File: src/hdl/otc_map.svh
// Purpose: Constants for the oscillator trim calibrator.
// Assumes: Included by its bare name from the package and the design file.
// Notes: Definitions only.
`ifndef OTC_MAP_SVH
`define OTC_MAP_SVH
`define OTC_OSC_DIV 32
`define OTC_REF_DIV 1024
`define OTC_OSC_DIV_W 5
`define OTC_REF_DIV_W 10
`define OTC_MEAS_PER_ROUND 4
`define OTC_TOLERANCE 17'h00100
`define OTC_THEO_32M 17'h07A12
`define OTC_THEO_36M 17'h08CA0
`define OTC_THEO_40M 17'h09896
`define OTC_THEO_50M 17'h0BEBC
`define OTC_TRIM_W 8
`define OTC_TRIM_MAX 8'hFF
`define OTC_TRIM_MIN 8'h00
`define OTC_TRIM_RESET 8'h80
`define OTC_CNT_W 17
`endif

File: src/hdl/otc_pkg.sv
// Purpose: Types for the oscillator trim calibrator.
// Assumes: otc_map.svh provides widths.
// Notes: Nothing here is imported; users write otc_pkg::name.
`include "otc_map.svh"
package otc_pkg;
  // Oscillator frequency setting that selects the active trim code.
  typedef enum logic [1:0] {FREQ_32M, FREQ_36M, FREQ_40M, FREQ_50M} otc_freq_t;
  // Calibration sequencer states.
  typedef enum logic [1:0] {ST_IDLE, ST_ARM, ST_MEAS, ST_ADJ} otc_state_t;
  // One trim code.
  typedef logic [`OTC_TRIM_W-1:0] otc_trim_t;
  // Event outputs that travel together.
  typedef struct packed {
    logic meas_end;
    logic trim_up;
    logic trim_down;
    logic round_done;
  } otc_evt_t;
endpackage : otc_pkg

File: src/hdl/otc_calibrator.sv
// Purpose: Calibrates the fast internal oscillator trim against the crystal sub-clock.
// Assumes: Oscillator and sub-clock arrive as levels synchronous to clk.
// Notes: The sub-clock and oscillator are sampled; clk must be well above the oscillator rate.
`timescale 1ns/10ps
`default_nettype none
`include "otc_map.svh"
module otc_calibrator (
  // Clock and reset.
  input wire logic clk,
  input wire logic srst,
  // Clock sources being observed.
  input wire logic fast_internal_osc,
  input wire logic sub_clock,
  // One-second periodic tick, one-cycle pulse.
  input wire logic sec_tick,
  // Active oscillator frequency setting.
  input wire otc_pkg::otc_freq_t freq_sel,
  // Trim code outputs.
  output logic [`OTC_TRIM_W-1:0] osc_trim_code_32m,
  output logic [`OTC_TRIM_W-1:0] osc_trim_code_set,
  output logic [4*`OTC_TRIM_W-1:0] osc_trim_code_all,
  // Status.
  output otc_pkg::otc_evt_t evt,
  output logic [`OTC_CNT_W-1:0] last_average,
  output logic busy
);

  // Theoretical count for the selected frequency.
  function automatic logic [`OTC_CNT_W-1:0] theo_count(input otc_pkg::otc_freq_t f);
    case (f)
      otc_pkg::FREQ_32M: theo_count = `OTC_THEO_32M;
      otc_pkg::FREQ_36M: theo_count = `OTC_THEO_36M;
      otc_pkg::FREQ_40M: theo_count = `OTC_THEO_40M;
      default: theo_count = `OTC_THEO_50M;
    endcase
  endfunction : theo_count

  // Edge detector state on the raw inputs.
  logic osc_prev_q;
  logic sub_prev_q;
  // Divider counters.
  logic [`OTC_OSC_DIV_W-1:0] osc_div_q;
  logic [`OTC_REF_DIV_W-1:0] ref_div_q;
  // Sequencer.
  otc_pkg::otc_state_t state_q;
  logic [1:0] meas_idx_q;
  logic [`OTC_CNT_W-1:0] edge_cnt_q;
  logic [`OTC_CNT_W+1:0] acc_q;
  // Trim code store, one per frequency.
  otc_pkg::otc_trim_t trim_q [0:3];
  // Derived strobes and values.
  logic osc_tick;
  logic ref_rise;
  logic [`OTC_CNT_W+1:0] acc_sum;
  logic [`OTC_CNT_W-1:0] avg;
  logic [`OTC_CNT_W-1:0] theo;
  logic hi_out;
  logic lo_out;
  logic step_down; // Average high and the code can still go down.
  logic step_up; // Average low and the code can still go up.

  // A divided-clock edge is one full wrap of each divider.
  assign osc_tick = fast_internal_osc && !osc_prev_q && (osc_div_q == 5'h1F);
  assign ref_rise = sub_clock && !sub_prev_q && (ref_div_q == 10'h3FF);
  assign acc_sum = acc_q + {2'h0, edge_cnt_q};
  assign avg = acc_sum[`OTC_CNT_W+1:2];
  assign theo = theo_count(freq_sel);
  // Comparison is widened so that theo + tolerance and avg + tolerance cannot overflow.
  assign hi_out = ({1'b0, avg} >= ({1'b0, theo} + {1'b0, `OTC_TOLERANCE}));
  assign lo_out = ({1'b0, avg} + {1'b0, `OTC_TOLERANCE}) <= {1'b0, theo};
  // A step event reports a step really taken, so a saturated code raises none.
  assign step_down = hi_out && (trim_q[freq_sel] != `OTC_TRIM_MIN);
  assign step_up = lo_out && (trim_q[freq_sel] != `OTC_TRIM_MAX);

  // Edge history of the sampled clocks.
  always_ff @(posedge clk)
  begin
    if (srst)
    begin
      // Track the pins in reset, so a high pin gives no false edge at release.
      osc_prev_q <= fast_internal_osc;
      sub_prev_q <= sub_clock;
    end
    else
    begin
      osc_prev_q <= fast_internal_osc;
      sub_prev_q <= sub_clock;
    end
  end

  // Free-running dividers; they keep running between rounds so the phase is stable.
  always_ff @(posedge clk)
  begin
    if (srst)
    begin
      osc_div_q <= 5'h00;
      ref_div_q <= 10'h000;
    end
    else
    begin
      if (fast_internal_osc && !osc_prev_q)
      begin
        osc_div_q <= osc_div_q + 5'h01;
      end
      if (sub_clock && !sub_prev_q)
      begin
        ref_div_q <= ref_div_q + 10'h001;
      end
    end
  end

  // Calibration sequencer: arm on a tick, measure four windows, adjust, then wait.
  always_ff @(posedge clk)
  begin
    if (srst)
    begin
      state_q <= otc_pkg::ST_IDLE;
      meas_idx_q <= 2'h0;
      edge_cnt_q <= '0;
      acc_q <= '0;
    end
    else
    begin
      case (state_q)
        otc_pkg::ST_IDLE:
        begin
          // Idle doubles as the stabilisation wait after a trim change.
          if (sec_tick)
          begin
            state_q <= otc_pkg::ST_ARM;
            meas_idx_q <= 2'h0;
            acc_q <= '0;
          end
        end
        otc_pkg::ST_ARM:
        begin
          // Wait for the first reference rising edge to open the window.
          if (ref_rise)
          begin
            state_q <= otc_pkg::ST_MEAS;
            edge_cnt_q <= {16'h0000, osc_tick};
          end
        end
        otc_pkg::ST_MEAS:
        begin
          if (ref_rise)
          begin
            // The closing edge opens the next window back to back.
            acc_q <= acc_sum;
            meas_idx_q <= meas_idx_q + 2'h1;
            if (meas_idx_q == 2'h3)
            begin
              // Last window: clear the count so the adjust-cycle sum holds four windows only.
              state_q <= otc_pkg::ST_ADJ;
              edge_cnt_q <= '0;
            end
            else
            begin
              edge_cnt_q <= {16'h0000, osc_tick};
            end
          end
          else if (osc_tick && (edge_cnt_q != 17'h1FFFF))
          begin
            // Count saturates so a stuck reference cannot wrap it.
            edge_cnt_q <= edge_cnt_q + 17'h00001;
          end
        end
        default:
        begin
          // Adjustment applied this cycle; counting is stopped.
          state_q <= otc_pkg::ST_IDLE;
        end
      endcase
    end
  end

  // Trim codes; only the active frequency's code moves, and it saturates.
  always_ff @(posedge clk)
  begin
    if (srst)
    begin
      for (int i = 0; i < 4; i++)
      begin
        trim_q[i] <= `OTC_TRIM_RESET;
      end
    end
    else if (state_q == otc_pkg::ST_ADJ)
    begin
      if (hi_out && (trim_q[freq_sel] != `OTC_TRIM_MIN))
      begin
        trim_q[freq_sel] <= trim_q[freq_sel] - 8'h01;
      end
      else if (lo_out && (trim_q[freq_sel] != `OTC_TRIM_MAX))
      begin
        trim_q[freq_sel] <= trim_q[freq_sel] + 8'h01;
      end
      // Inside the band the code is left alone.
    end
  end

  // Registered status and event pulses.
  always_ff @(posedge clk)
  begin
    if (srst)
    begin
      evt <= '0;
      last_average <= '0;
    end
    else
    begin
      evt.meas_end <= (state_q == otc_pkg::ST_MEAS) && ref_rise;
      evt.trim_down <= (state_q == otc_pkg::ST_ADJ) && step_down;
      evt.trim_up <= (state_q == otc_pkg::ST_ADJ) && step_up;
      evt.round_done <= (state_q == otc_pkg::ST_ADJ);
      if (state_q == otc_pkg::ST_MEAS && ref_rise && meas_idx_q == 2'h3)
      begin
        last_average <= avg;
      end
    end
  end

  assign osc_trim_code_32m = trim_q[0];
  assign osc_trim_code_set = trim_q[freq_sel];
  assign osc_trim_code_all = {trim_q[3], trim_q[2], trim_q[1], trim_q[0]};
  assign busy = (state_q != otc_pkg::ST_IDLE);

endmodule : otc_calibrator
`default_nettype wire

File: config.mk
export PLATFORM = sky130hd
export DESIGN_NAME = otc_calibrator
export DESIGN_NICKNAME = d
export VERILOG_FILES = /design/src/hdl/otc_pkg.sv /design/src/hdl/otc_calibrator.sv
export VERILOG_INCLUDE_DIRS = /design/src /design/src/hdl
export SDC_FILE = /design/constraint.sdc
export NUM_CORES = 1
export LEC_CHECK = 0
export ABC_AREA = 1
export BUFFER_PORTS_ARGS = -buffer_cell sky130_fd_sc_hd__buf_2
export CELL_PAD_IN_SITES_DETAIL_PLACEMENT = 1
export CELL_PAD_IN_SITES_GLOBAL_PLACEMENT = 2
export CORE_ASPECT_RATIO = 0.5
export CORE_MARGIN = 3
export CORE_UTILIZATION = 38
export CTS_BUF_LIST = sky130_fd_sc_hd__clkbuf_4 sky130_fd_sc_hd__clkbuf_8
export CTS_CLUSTER_DIAMETER = 30
export DETAILED_ROUTE_END_ITERATION = 8
export PLACE_DENSITY_LB_ADDON = 0.1
export SLEW_MARGIN = 30
export SYNTH_ARGS = -nofsm -noshare
export SYNTH_HDL_FRONTEND = slang
export SYNTH_SLANG_ARGS = --single-unit
export TNS_END_PERCENT = 50
File: constraint.sdc
create_clock -name clk -period 8.1 [get_ports clk]
set_input_delay 1.215 -clock clk [delete_from_list [all_inputs] [get_ports clk]]
set_output_delay 1.215 -clock clk [all_outputs]
set_load 0.03 [all_outputs]
-- Yosys cells after proc, flatten, opt, wreduce, memory -nomap -nowiden
Memories as Yosys holds them, arrays and structs flattened.
Cells that the tools add are included.
- output and inout port bits: 70
- input bits: 7
- bits in registers: 78
- RAM bits: 32
- logic and storage cells: 96
- memories: 1
- memory list (name ; depth ; bits a word ; read ports ; clocked after memory_dff ; wr ports ; RTL line ; RTL):
    trim_q ; 4 ; 8 ; 5 ; 0 ; 4 ; otc_calibrator.sv:50 ; otc_pkg::otc_trim_t trim_q [0:3];
- order comparisons: 2
- equal/unequal tests: 15
- add/sub/neg operators: 9
- mux-type cells: 32
- reductions and logical operators: 23
- bitwise operators: 1
- operator list (kind ; number):
    17-bit two-way mux ; 3
    16-bit one-hot mux with 3 select lines ; 1
    19-bit two-way mux ; 2
    19-bit one-hot mux with 2 select lines ; 1
    17-bit by 9-bit adder with 18-bit output, second input constant ; 2
    17-bit one-hot mux with 2 select lines ; 1
    19-bit by 17-bit adder with 19-bit output ; 1
    17-bit by 18-bit >= comparator with 1-bit output ; 1
    18-bit by 17-bit <= comparator with 1-bit output ; 1
    17-bit by 1-bit adder with 17-bit output, second input constant ; 1
    17-bit inequality test, second input constant ; 1
    8-bit two-way mux ; 2
    2-bit two-way mux ; 7
    1-bit two-way mux ; 13
    1-bit logical AND ; 11
    10-bit by 1-bit adder with 10-bit output, second input constant ; 1
    10-bit equality test, second input constant ; 1
    8-bit by 1-bit adder with 8-bit output, second input constant ; 1
    2-bit equality test, second input constant ; 4
    8-bit inequality test, second input constant ; 1
    8-bit nonzero test ; 1
    8-bit OR reduction ; 1
    8-bit by 1-bit subtractor with 8-bit output, second input constant ; 1
    2-bit inequality test, second input constant ; 3
    other kinds (14) ; 20

-- Longest topological paths before layout
- depth in word-level cells: 12
- depth in mapped cells: 39
- depth with buffers taken out: 39

-- Least setup slack after synthesis
No wires, ideal clock.
- path type: input port to flip-flop
- from: input port freq_sel[0]
- to: memory trim_q[2][6] (netlist name) (data pin)
- data arrival time: 4.501 ns
- setup time: 0.255 ns
- data required time: 7.845 ns
- setup slack: 3.343 ns
- stages: 30
- path buffers: 2
- cell sequence: buf_2 -> inv_2 -> buf_2 -> ha_1 -> or2_2 -> ha_1 -> o31ai_1 -> nand3_1 -> nand2_1 -> nand2_1 -> a21oi_1 -> nand2_1 -> nand2_1 -> nand2_1 -> nand2_1 -> nand2_2 -> nand3_4 -> inv_1 -> fa_1 -> nor2_1 -> o21ai_0 -> nand2_1 -> inv_1 -> nor2_1 -> inv_1 -> nand2_1 -> a21oi_1 -> xnor2_1 -> inv_1 -> nor2_1
- RTL lines (item ; RTL line ; RTL):
    start, declared ; otc_calibrator.sv:17 ; input wire otc_pkg::otc_freq_t freq_sel,
    end, declared ; otc_calibrator.sv:50 ;

==> metrics.yaml <==
status: "finished clean"
cp_slowest_stage_delay_ns: 0.43
period_share: 0.656
synth_top_area_cell: "dfxtp_1"
post_cts_buffers: 0
port_buffers: 76
layout-drive-gt1-share: 0.140
whs_endpoint: "acc_q[11]"
firstDrtPassIters: 4
crit_top_cell: "nand2_1"
synth_edf_count: 32
cts_htree_levels: 3
period_needed_ns: 5.31
cts.sinks: 110
grt_first_pass_wirelength_mm: 34.1
cts.hold.buffers_added: 0
end_kind: "flop"
worstReg2RegStart: "edge_cnt_q[3]"
place_congestion: 0.891
holdCritStartpoint: "acc_q[11]"
track_usage: 0.214
drcViolationCount: 0
clock.fmax_ghz: 0.188
clock-root-buffer: "clkbuf_8"
avgSynthCellArea_sq_um: 7.31
start_kind: "flop"
clock_latency_ns: 0.41
antenna_cells: 0
syn-num-nets: 1028
die_w_um: 199
worstReg2RegEnd: "trim_q[2][5]"
drt_iter0_drc: 257
hp-class: "reg2reg"
ios: 77
synth_top_cell_area_share: 0.222
overflow: 0
pre_cts_ws_ns: 2.57
synth_area_leaders: "dfxtp_1 22%, edfxtp_1 14%, nand2_1 11%"
antenna_found_initial: 0
ff2ff_path_depth: 28
worstPathRequired_ns: 8.26
worst_slack_ns: 2.79
core_area_sq_um: 17800
p_leak_nw: 3.63
antenna_left: 0
rsz0062_at_grt: "false"
path_class: "reg2reg"
setup_tns_ns: 0
async_flop_share: 0
vias: 6547
ys.flop_type: "dfxtp_1"
yosysUniqueCellTypes: 53
cts_tree: "done"
rows: 34
dieArea_sq_um: 20300
setup_violations: 0
synth.cell_area_sq_um: 7050
seq_area_frac_synth: 0.358
maxCapViolCount: 0
timing.final.hold_violations: 0
path_max_fanout: 10
syn_to_final_growth_pct: 11.0
layout_commonest_cell: "nand2_1"
slew_headroom: 0.512
clk_pin_slew_ns: 0.11
arrival_ns: 5.47
cts_buffers: 9
ctsResizeCount: 0
tightest_slew_ns: 0.732
initial_utilization: 0.396
hold_depth: 2
synth_warnings: 0
ctsLongestPathBuffers: 2
routed_wl_mm: 21.3
vias_per_cell: 5.18
nets: 1089
ir_worst_vdd_v: 0.0000708
dp_hpwl_mm: 16.9
drv_slew: 0
grt_start_max_net_pins: 39
power_density_nw_per_um2: 161
clock_skew_ns: 0.0191
synth_cells: 964
slowest_stage: "ha_1"
wl_per_cell_um: 16.8
mostFrequentLayoutCells: "207 x nand2_1, 127 x inv_1, 114 x nor2_1, 78 x dfxtp_1, 76 x buf_2"
synth.ff_latch_count: 110
grt_pass1_vias: 6530
regToRegSetupSlack_ns: 2.79
die_y_um: 102
worst max-delay path by stage:
stage,startpoint,to,cells past startpoint
finish,edge_cnt_q[3],trim_q[2][5],28
global route,edge_cnt_q[3],trim_q[2][5],28
CTS,edge_cnt_q[3],trim_q[1][7],30
detailed placement,freq_sel[0],trim_q[0][6],24
global placement,freq_sel[0],trim_q[2][6],29
floorplan,freq_sel[0],trim_q[2][6],30
cell type report:
class	instances	area [sq um]
Clock buffer	9	124
Clock inverter	7	105
Fill cell	2292	9960
Inverter	135	507
Multi-Input combinational cell	690	3870
Sequential cell	110	2520
Tap cell	234	293
Timing Repair Buffer	79	403
cells in the mapped netlist, types with 3 or more instances:
cell      instances
clkbuf_1         14
nand3_1          47
nor2_1          115
a21o_1            3
inv_2             6
xnor2_1           7
o211ai_1          5
nor3_1           15
a211oi_1          5
nand4_1          21
nand2_2          16
o21ai_0          42
nand2_1         207
a21oi_1          72
edfxtp_1         32
buf_4             8
inv_1           127
xor2_1           14
a32o_1            3
nor2_2            8
buf_2             5
nor4_1            7
o21ai_1           3
ha_1             55
nor3b_1           3
dfxtp_1          78
nand3_4           5
flip-flops by register name (all words and copies together) (netlist names):
name and count:
last_average 17, evt 4, meas_idx_q 2, osc_prev_q 1, trim_q 32, edge_cnt_q 17
osc_div_q 5, acc_q 19, sub_prev_q 1, state_q 2, ref_div_q 10
critical path, delay by kind of cell, from the launching register on:
family / cells / cell delay, ns
xor gates and xnor gates: 2 / 0.49
AOI/OAI and AO/OA: 3 / 0.41
and+or+nand+nor: 17 / 2.35
DFF: 1 / 0.40
adders and majority gates: 4 / 1.27
buffers and inverters: 2 / 0.16
per-stage QoR:
step	power [mW]	instances	util	hold slack, ns	cell area [sq um]
finish	1.26	1264	0.440	0.476	7820
global route	1.32	1264	0.440	0.496	7820
CTS	1.27	1264	0.440	0.479	7820
detailed placement	0.883	1248	0.427	0.462	7590
global placement	0.875	1248	0.427	0.452	7590
floorplan	0.803	964	-	0.445	7050
power breakdown:
| group | switching (mW) | leakage (nW) | total [mW] | internal, mW |
|---|---|---|---|---|
| Sequential | 0.0132 | 0.947 | 0.599 | 0.586 |
| Combinational | 0.203 | 2.57 | 0.271 | 0.0675 |
| Clock | 0.212 | 0.112 | 0.391 | 0.179 |
logic make-up after synthesis:
group                      count (synthesis)  share of synthesized area
AOI/OAI and AO/OA                        149                      0.119
xor gates and xnor gates                  21                     0.0261
adders and majority gates                 57                      0.103
buffers and inverters                    164                     0.0941
DFF                                      110                      0.358
and+or+nand+nor                          463                      0.300
routing by layer:
metal / GRT usage / wire, um / vias up
li1: - / - / 3273
met1: 0.274 / 10100 / 3161
met2: 0.385 / 10400 / 98
met3: 0.0379 / 629 / 15
met4: 0.0415 / 153 / 0
met5: 0 / 0 / -
Power figures use the tool's default switching activity.
